**src/afu_consts.svh**
```systemverilog
`ifndef AFU_CONSTS_SVH
`define AFU_CONSTS_SVH

// ----------------------------------------------------------------------
// field header tags and padding
// ----------------------------------------------------------------------
`define AFU_TAG_DIRECT 8'h80
`define AFU_TAG_HALF8  8'h81
`define AFU_TAG_HALF16 8'h82
`define AFU_PAD        8'hFF

// ----------------------------------------------------------------------
// counts and field positions
// ----------------------------------------------------------------------
`define AFU_CNT_ZERO   8'h00
`define AFU_CNT_ONE    8'h01
`define AFU_SEL_BIT    7
`define AFU_OFS_MSB    6
`define AFU_OFS_PAD    9'h000
`define AFU_HP_TOP     1'h0
`define AFU_HP_LOW     7'h00

`endif

```
**src/afu_pkg.sv**
```systemverilog
package afu_pkg;

  // --------------------------------------------------------------------
  // decoded character carrier
  // --------------------------------------------------------------------
  typedef struct packed {
    logic        ucs2;
    logic [15:0] code;
  } afu_char_s;

  // --------------------------------------------------------------------
  // decoder states
  // --------------------------------------------------------------------
  typedef enum logic [3:0] {
    AFU_S_IDLE   = 4'h0,
    AFU_S_GSM    = 4'h1,
    AFU_S_DIR_HI = 4'h2,
    AFU_S_DIR_LO = 4'h3,
    AFU_S_CNT8   = 4'h4,
    AFU_S_BASE8  = 4'h5,
    AFU_S_CNT16  = 4'h6,
    AFU_S_BASEH  = 4'h7,
    AFU_S_BASEL  = 4'h8,
    AFU_S_OFS    = 4'h9
  } afu_state_e;

endpackage : afu_pkg

```
**src/afu_decoder.sv**
```systemverilog
`timescale 1ns/10ps
`include "afu_consts.svh"

module afu_decoder
  import afu_pkg::*;
(
  input  wire logic       mclk,      // system clock
  input  wire logic       rst_n,     // async reset, active low
  input  wire logic       in_valid,  // byte present this cycle
  input  wire logic       in_first,  // byte is first of field
  input  wire logic       in_last,   // byte is last of field
  input  wire logic [7:0] in_byte,   // field byte
  output logic            out_valid, // character strobe
  output afu_char_s       out_char,  // decoded character
  output logic            out_end,   // end of field strobe
  output logic            busy       // inside a field
);

  // --------------------------------------------------------------------
  // state
  // --------------------------------------------------------------------
  afu_state_e  state;
  afu_state_e  next_state;
  logic [7:0]  count;
  logic [7:0]  next_count;
  logic [7:0]  msb;
  logic [15:0] base;
  logic        emit;
  afu_char_s   emit_ch;
  logic        fin;
  afu_char_s   map_ch;

  // --------------------------------------------------------------------
  // byte decode
  // --------------------------------------------------------------------
  wire       start      = in_valid & in_first;
  wire       take       = in_valid & ~in_first;
  wire       is_pad     = in_byte == `AFU_PAD;
  wire       tag_direct = in_byte == `AFU_TAG_DIRECT;
  wire       tag_half8  = in_byte == `AFU_TAG_HALF8;
  wire       tag_half16 = in_byte == `AFU_TAG_HALF16;
  wire       cnt_zero   = in_byte == `AFU_CNT_ZERO;
  wire       cnt_last   = count == `AFU_CNT_ONE;
  wire       pair_pad   = (msb == `AFU_PAD) & is_pad;
  wire [15:0] base8     = {`AFU_HP_TOP, in_byte, `AFU_HP_LOW};
  afu_char_s gsm_ch;
  assign gsm_ch.ucs2 = 1'b0;
  assign gsm_ch.code = {`AFU_OFS_PAD, in_byte[`AFU_OFS_MSB:0]};

  afu_char_map u_map (
    .base      (base),
    .code_byte (in_byte),
    .ch        (map_ch)
  );

  // --------------------------------------------------------------------
  // next state
  // --------------------------------------------------------------------
  always_comb begin
    next_state = state;
    next_count = count;
    emit       = 1'b0;
    emit_ch    = map_ch;
    fin        = 1'b0;
    if (start) begin
      // a new first byte always restarts, abandoning a broken field
      if (tag_direct) begin
        next_state = AFU_S_DIR_HI;
      end else if (tag_half8) begin
        next_state = AFU_S_CNT8;
      end else if (tag_half16) begin
        next_state = AFU_S_CNT16;
      end else if (is_pad) begin
        next_state = AFU_S_IDLE;
        fin        = 1'b1;
      end else begin
        emit       = 1'b1;
        emit_ch    = gsm_ch;
        next_state = AFU_S_GSM;
      end
    end else if (take) begin
      case (state)
        AFU_S_IDLE: begin
          next_state = AFU_S_IDLE;
        end
        AFU_S_GSM: begin
          if (is_pad) begin
            next_state = AFU_S_IDLE;
            fin        = 1'b1;
          end else begin
            emit    = 1'b1;
            emit_ch = gsm_ch;
          end
        end
        AFU_S_DIR_HI: begin
          next_state = AFU_S_DIR_LO;
        end
        AFU_S_DIR_LO: begin
          if (pair_pad) begin
            next_state = AFU_S_IDLE;
            fin        = 1'b1;
          end else begin
            emit         = 1'b1;
            emit_ch.ucs2 = 1'b1;
            emit_ch.code = {msb, in_byte};
            next_state   = AFU_S_DIR_HI;
          end
        end
        AFU_S_CNT8, AFU_S_CNT16: begin
          next_count = in_byte;
          if (cnt_zero) begin
            next_state = AFU_S_IDLE;
            fin        = 1'b1;
          end else begin
            next_state = (state == AFU_S_CNT8) ? AFU_S_BASE8 : AFU_S_BASEH;
          end
        end
        AFU_S_BASE8: begin
          next_state = AFU_S_OFS;
        end
        AFU_S_BASEH: begin
          next_state = AFU_S_BASEL;
        end
        AFU_S_BASEL: begin
          next_state = AFU_S_OFS;
        end
        AFU_S_OFS: begin
          // FF inside the count is a real offset, never padding
          emit       = 1'b1;
          next_count = count - `AFU_CNT_ONE;
          if (cnt_last) begin
            next_state = AFU_S_IDLE;
            fin        = 1'b1;
          end
        end
        default: begin
          next_state = AFU_S_IDLE;
        end
      endcase
    end
    // a field that stops early still closes with an end strobe
    if (in_valid && in_last && next_state != AFU_S_IDLE) begin
      next_state = AFU_S_IDLE;
      fin        = 1'b1;
    end
  end

  // --------------------------------------------------------------------
  // registers
  // --------------------------------------------------------------------
  wire ld_msb   = take & (state == AFU_S_DIR_HI);
  wire ld_base8 = take & (state == AFU_S_BASE8);
  wire ld_baseh = take & (state == AFU_S_BASEH);
  wire ld_basel = take & (state == AFU_S_BASEL);

  always_ff @(posedge mclk or negedge rst_n) begin
    if (!rst_n) begin
      state <= AFU_S_IDLE;
      count <= `AFU_CNT_ZERO;
    end else begin
      state <= next_state;
      count <= next_count;
    end
  end

  always_ff @(posedge mclk or negedge rst_n) begin
    if (!rst_n) begin
      msb  <= `AFU_CNT_ZERO;
      base <= {`AFU_CNT_ZERO, `AFU_CNT_ZERO};
    end else begin
      if (ld_msb) msb <= in_byte;
      if (ld_base8) base <= base8;
      if (ld_baseh) base[15:8] <= in_byte;
      if (ld_basel) base[7:0] <= in_byte;
    end
  end

  always_ff @(posedge mclk or negedge rst_n) begin
    if (!rst_n) begin
      out_valid <= 1'b0;
      out_char  <= '0;
      out_end   <= 1'b0;
      busy      <= 1'b0;
    end else begin
      out_valid <= emit;
      out_char  <= emit_ch;
      out_end   <= fin;
      busy      <= next_state != AFU_S_IDLE;
    end
  end

  // --------------------------------------------------------------------
  // checks
  // --------------------------------------------------------------------
  property p_dir_pair;
    @(posedge mclk) disable iff (!rst_n)
      (take && state == AFU_S_DIR_LO && !pair_pad) |=>
        (out_valid && out_char.ucs2 && out_char.code == {$past(msb), $past(in_byte)});
  endproperty
  a_dir_pair: assert property (p_dir_pair) else $error("direct pair wrong");

  property p_count_load;
    @(posedge mclk) disable iff (!rst_n)
      (take && state == AFU_S_CNT8) |=> (count == $past(in_byte));
  endproperty
  a_count_load: assert property (p_count_load) else $error("count not loaded");

  property p_base8;
    @(posedge mclk) disable iff (!rst_n)
      (take && state == AFU_S_BASE8) |=> (base == {1'b0, $past(in_byte), 7'h00});
  endproperty
  a_base8: assert property (p_base8) else $error("8-bit base wrong");

  property p_gsm_char;
    @(posedge mclk) disable iff (!rst_n)
      (take && state == AFU_S_OFS && !in_byte[7]) |=>
        (out_valid && !out_char.ucs2 && out_char.code == {9'h000, $past(in_byte[6:0])});
  endproperty
  a_gsm_char: assert property (p_gsm_char) else $error("alphabet char wrong");

  property p_base16;
    @(posedge mclk) disable iff (!rst_n)
      (take && state == AFU_S_BASEH) ##1 (take && state == AFU_S_BASEL) |=>
        (base == {$past(in_byte, 2), $past(in_byte)});
  endproperty
  a_base16: assert property (p_base16) else $error("16-bit base wrong");

  property p_ofs_char;
    @(posedge mclk) disable iff (!rst_n)
      (take && state == AFU_S_OFS && in_byte[7]) |=>
        (out_valid && out_char.ucs2 &&
         out_char.code == $past(base) + {9'h000, $past(in_byte[6:0])});
  endproperty
  a_ofs_char: assert property (p_ofs_char) else $error("offset char wrong");

  property p_forms;
    @(posedge mclk) disable iff (!rst_n)
      (start && !in_last && (tag_direct || tag_half8 || tag_half16)) |=>
        (busy && !out_valid && !out_end &&
         (state == AFU_S_DIR_HI || state == AFU_S_CNT8 || state == AFU_S_CNT16));
  endproperty
  a_forms: assert property (p_forms) else $error("form not accepted");

  property p_count_end;
    @(posedge mclk) disable iff (!rst_n)
      (take && state == AFU_S_OFS && cnt_last) |=> (out_valid && out_end && !busy);
  endproperty
  a_count_end: assert property (p_count_end) else $error("count end missed");

  property p_ff_valid;
    @(posedge mclk) disable iff (!rst_n)
      (take && state == AFU_S_OFS && is_pad) |=> out_valid;
  endproperty
  a_ff_valid: assert property (p_ff_valid) else $error("FF dropped in count");

  property p_pad_end;
    @(posedge mclk) disable iff (!rst_n)
      (take && state == AFU_S_DIR_LO && pair_pad) |=> (out_end && !out_valid && !busy);
  endproperty
  a_pad_end: assert property (p_pad_end) else $error("padding end missed");

endmodule : afu_decoder

```
**src/afu_char_map.sv**
```systemverilog
`timescale 1ns/10ps
`include "afu_consts.svh"

module afu_char_map
  import afu_pkg::*;
(
  input  wire logic [15:0] base,      // half-page base pointer
  input  wire logic [7:0]  code_byte, // one character byte
  output afu_char_s        ch         // mapped character
);

  // --------------------------------------------------------------------
  // clear top bit: default alphabet, set: base plus offset
  // --------------------------------------------------------------------
  wire        sel_ucs2 = code_byte[`AFU_SEL_BIT];
  wire [15:0] offset   = {`AFU_OFS_PAD, code_byte[`AFU_OFS_MSB:0]};
  wire [15:0] sum      = base + offset;

  assign ch.ucs2 = sel_ucs2;
  assign ch.code = sel_ucs2 ? sum : offset;

endmodule : afu_char_map

```
**config.mk**
```make
export PLATFORM = sky130hd
export DESIGN_NAME = afu_decoder
export DESIGN_NICKNAME = d
export VERILOG_FILES = /design/src/afu_pkg.sv /design/src/afu_decoder.sv /design/src/afu_char_map.sv
export VERILOG_INCLUDE_DIRS = /design/src /design/src/src
export SDC_FILE = /design/constraint.sdc
export NUM_CORES = 1
export LEC_CHECK = 0
export ABC_AREA = 0
export ABC_CLOCK_PERIOD_IN_PS = 6300
export BUFFER_PORTS_ARGS = -buffer_cell sky130_fd_sc_hd__clkbuf_2
export CELL_PAD_IN_SITES_DETAIL_PLACEMENT = 0
export CELL_PAD_IN_SITES_GLOBAL_PLACEMENT = 1
export CORE_ASPECT_RATIO = 1.25
export CORE_MARGIN = 2
export CORE_UTILIZATION = 40
export DETAILED_ROUTE_END_ITERATION = 10
export PLACE_DENSITY = 0.77
export SLEW_MARGIN = 25
export SYNTH_ARGS = -nofsm -noshare
export SYNTH_HDL_FRONTEND = slang
export SYNTH_HIERARCHICAL = 1
export SYNTH_SLANG_ARGS = --single-unit
```
**constraint.sdc**
```tcl
create_clock -name mclk -period 6.3 [get_ports mclk]
set_input_delay 0.945 -clock mclk [delete_from_list [all_inputs] [get_ports mclk]]
set_output_delay 0.945 -clock mclk [all_outputs]
set_load 0.02 [all_outputs]
```
Word-level counts from Yosys, hierarchy flattened. Index checks and enable logic that the tools add are counted.

$add $sub $neg: 2. Eq/ne operators: 15. Mux-type cells: 45. Bitwise gates (word level): 9. Reductions and logical operators: 11.

Operator list (number): two-way mux 17 bit (7); == test 8 bit, second input constant (5); one-hot mux 17 bit (2 select lines) (1); two-way mux 16 bit (2); one-hot mux 4 bit (7 select lines) (1); two-way mux 4 bit (5); two-way mux 1 bit (18); adder 16 x 7 -> 16 bit (1); == test 4 x 3 -> 1 bit, second input constant (4); two-way mux 8 bit (2); one-hot mux 8 bit (2 select lines) (1); two-way mux 3 bit (4); == test 4 x 2 -> 1 bit, second input constant (2); == test 4 bit, second input constant (2); == test 8 x 1 -> 1 bit, second input constant (1); logical NOT 8 bit (1); nonzero test 4 bit (2); subtractor 8 x 1 -> 8 bit, second input constant (1); AND 1 bit (7); nonzero test 2 bit (3); == test 4 x 1 -> 1 bit, second input constant (1); two-way mux 2 bit (2); one-hot mux 1 bit (4 select lines) (1); OR reduction 2 bit (2); other kinds (4) (6).

Register bits: 56. Input port bits: 13. Output and inout bits: 20. Word-level logic and storage cells: 92.

Longest topological paths before layout.
Word-level depth: 10. Mapped depth: 9. Mapped depth without buffers: 9.

Hierarchy. The synthesis kept the hierarchy.

Modules (own cells, without submodules): afu_decoder (instances 1, cells each 277, area an instance 2880.3 um^2, sequential area each 1401.3 um^2); afu_char_map (instances 1, cells each 81, area an instance 618.1 um^2, sequential area each 0.0 um^2).

Least setup slack after synthesis. Ideal clock, no wire load.

Path kind: input -> register. Start point: input in_byte[0]. End point: register out_char[6] (netlist name). Arrival time: 2.596 ns. Data required time: 6.179 ns. Slack: 3.583 ns. Cell stages on the path: 7. Cell sequence: ha_1 -> fa_1 -> a211oi_1 -> o21ai_0 -> xor2_1 -> mux2_2 -> o22a_1.

RTL lines: from (decl) (RTL line afu_decoder.sv:12) `input wire logic [7:0] in_byte,`; to (signal assigned) (RTL line afu_decoder.sv:186) `out_char <= emit_ch;`; to (decl) (RTL line afu_decoder.sv:14) `output afu_char_s out_char,`.

Worst setup path in the final report.
Start point: input in_byte[7]. End point: register out_valid.

Word-level cells in the longest chain between the ends: 6. Elaborated cells between the ends (all ways): 13.

RTL lines: == test 8 bit (no source line); AND 1 bit or two-way mux 1 bit (tied branches) (RTL line afu_decoder.sv:44, afu_decoder.sv:73, afu_decoder.sv:87); two-way mux 1 bit, on equally long branches (RTL line afu_decoder.sv:99, afu_decoder.sv:71); one-hot mux 1 bit (3 select lines) or two-way mux 1 bit (tied branches) (RTL line afu_decoder.sv:82, afu_decoder.sv:69); two-way mux 1 bit, on equally long branches (RTL line afu_decoder.sv:81, afu_decoder.sv:67); two-way mux 1 bit (*) (RTL line afu_decoder.sv:65) `if (start) begin`; via emit (RTL line afu_decoder.sv:28) `logic emit;`; to (signal assigned) (RTL line afu_decoder.sv:185) `out_valid <= emit;`; to (decl) (RTL line afu_decoder.sv:13) `output logic out_valid,`.

The timed path passes the listed nets; every way through them passes the cells marked *. A chain may end at the register's enable or synchronous reset.

==> metrics.md <==
| Metric | Value |
|---|---|
| Outcome | finished, final reports clean |
| Startpoint Class | input pin |
| DR pass1 iterations | 4 |
| Die W | 87.6 µm |
| Max-Cap Viols | 0 |
| Starting density of the core | 40.7% |
| DPL Wire Length | 6050 µm |
| First-pass GRT wire length | 14600 µm |
| Worst EP required | 6.49 ns |
| Post-synthesis async set-or-reset flop share | 100% |
| Layout cells sized above 1 | 19.5% |
| H-Tree Depth | 2 |
| Highest clock rate | 340 MHz |
| Die area | 0.00951 mm² |
| Num CTS Buffers | 5 |
| EDFF count, synth | 0 |
| # rows | 38 |
| Port Buffers | 32 |
| Clock power frac | 26.7% |
| Post-CTS resize count | 0 |
| Hold WC Path Type | reg -> reg |
| Post-DR wirelength/cell | 17.8 µm |
| Xor/xnor share of the synthesized area | 1.75% |
| Vias in the first global route | 2782 |
| Hold_buf cts | 0 |
| Kind of critical path | in -> reg |
| Post-CTS Setup Bufs | 0 |
| Vias | 2850 |
| Pwr Density | 215 mW/mm² |
| Grt total ovfl | 0 |
| Clk sinks | 56 |
| Post-Synth Adder-Cell Area | 3.79% |
| Core box area | 0.00861 mm² |
| Synthesis-to-finish area growth | 8.19% |
| Layout Cells excl Fill | 495 |
| Max VDD drop | 0.0892 mV |
| Min Hold Slack | 0.518 ns |
| Sequential power share | 51.1% |
| Synth warn | 6 |
| Post-Synth Simple-Gate Area | 19.6% |
| Flops & latches, synth | 56 |
| I/O pins | 33 |
| Cells after DPL | 487 |
| Most frequent cells in the layout | dfrtp_1 (56), nand2_1 (35), clkbuf_2 (32) |
| Synth Instances | 358 |
| Synth Net Count | 381 |
| Mux contribution to synthesized area | 6.51% |
| Setup crit end kind | flip-flop |
| Largest family of logic cells by synthesized area | compound AO/OA/AOI/OAI gates |
| Number of diodes | 0 |
| Clock Latency Late Sink | 0.33 ns |
| Leak | 0.00165 µW |
| Post-Syn Area | 0.00350 mm² |
| Arrival @ worst endpoint | 3.13 ns |
| Via density | 5.76 |
| Reg2Reg Depth | 5 |
| Setup ws final | 3.36 ns |
| Nets | 397 |
| Setup slack at placement | 3.02 ns |
| RePlAce Congestion | 0.828 |
| P_sw | 269 µW |
| RSZ-0062 raised after global routing | false |
| Initial antenna violation count | 0 |
| Clk_skew | 0.0120 ns |
| Largest net degree at the start of global routing | 57 |
| Fin crit share | 46.7% |
| Clock buffer depth | 2 |
| Initial DRC Count | 149 |
| Register area share after synthesis | 40.1% |
| Avg Cell Area, Syn | 9.77 µm² |
| Combinational share of power | 22.3% |
| Slew margin rel. | 43.6% |
| Setup TNS | 0 ns |
| Prevailing post-synth register cell | dfrtp_1 |
| Max FO, Critical Path | 33 |
| Sw frac | 33.0% |
| Residual DRC | 0 |
| # setup viols final | 0 |
| Fin. max-slew vios | 0 |
| Tmin final | 2.94 ns |
| Worst Max-Slew Pin Slew | 0.843 ns |
| Clock Root Buffer | clkbuf_8 |
| Most common cell after layout, fill and taps aside | dfrtp_1 |
| Clk pin slew, worst setup/hold paths | 0.12 ns |
| Worst Hold Path Cells | 2 |
| Post-DRT Antenna Nets | 0 |
| WL final | 8800 µm |
| GRT Total Usage | 19.7% |
| Final hold violations | 0 |
| Library cells used by synthesis | 66 |
| Chip height | 109 µm |
| Synth Area in Compound Gates | 23.7% |
| CTS tree | done |
| Internal | 544 µW |
-- metrics by stage --
step,power [µW],utilization [%],cell area (µm²)
after floorplan,548,-,3500
after detailed placement,603,42.9,3690
after CTS,819,44.0,3780
after global placement,600,42.8,3680
after global routing,856,44.0,3780
final,813,44.0,3780
-- layer usage --
layer	routed length [µm]	global-route usage, %	vias up
met5	0	0	-
met4	176	6.70	0
met3	202	2.60	14
met2	4340	32.4	45
met1	4080	26.5	1422
li1	-	-	1369
-- critical path, stage by stage --
cell      delay, ns
clkbuf_2       0.54
nor3b_1        0.44
a31oi_1        0.20
o22ai_1        0.36
and2_1         0.47
o21ai_0        0.15
-- cells by family (layout without fill, tap and decap cells) --
| logic type | Yosys count | count (layout) |
|---|---|---|
| simple gates | 118 | 118 |
| compound gates | 115 | 115 |
| flops | 56 | 56 |
| buf+inv | 31 | 48 |
| mux | 21 | 21 |
| fa+ha+maj | 10 | 10 |
| xor+xnor | 7 | 7 |
-- final cells by class --
type	instances	area, µm²
clock buffers	5	68.8
well taps	120	150
fillers	839	4820
flip-flops and latches	56	1400
repair buffers	33	168
inverters	7	26.3
clock inverters	3	25.0
multi-input cells	271	1950
-- state kept, by name, summed over array words and instances, names as in the netlist --
name / count
out_valid: 1
msb: 8
state: 4
count: 8
out_end: 1
busy: 1
base: 16
out_char: 17
-- synth_stat cells (5+ instances only) --
cell / number / area [µm²]
dfrtp_1: 56 / 1400
nor3b_1: 5 / 37.5
nand4_1: 6 / 37.5
mux2i_1: 7 / 70.1
ha_1: 9 / 113
and2_1: 6 / 37.5
clkbuf_1: 9 / 33.8
nand3_1: 7 / 35.0
o21ai_0: 25 / 125
buf_2: 9 / 45.0
nand2_1: 35 / 131
mux2_2: 14 / 158
o22a_1: 5 / 43.8
a22o_1: 18 / 158
a21oi_1: 17 / 85.1
o22ai_1: 10 / 62.6
nor3_1: 6 / 30.0
nor2_1: 14 / 52.6
nand2b_1: 11 / 68.8
inv_1: 7 / 26.3
-- power by group through the flow --
stage | logic [µW] | registers (µW) | clock network [µW]
after floorplan | 118 | 430 | 0
after global placement | 178 | 421 | 0
after detailed placement | 181 | 422 | 0
after CTS | 181 | 415 | 223
after global routing | 201 | 420 | 235
final | 181 | 415 | 217
-- final timing paths --
kind,startpoint,endpoint,slack [ns]
worst max-delay path,in_byte[7],out_valid,3.36
worst min-delay path,base[15],base[15],0.52
worst max register to register,state[1],out_end,3.82
worst min register to register,base[15],base[15],0.52
max in group asynchronous,rst_n,base[5],5.06
min in group asynchronous,rst_n,count[3],0.72
(Power assumes the default switching activity.)
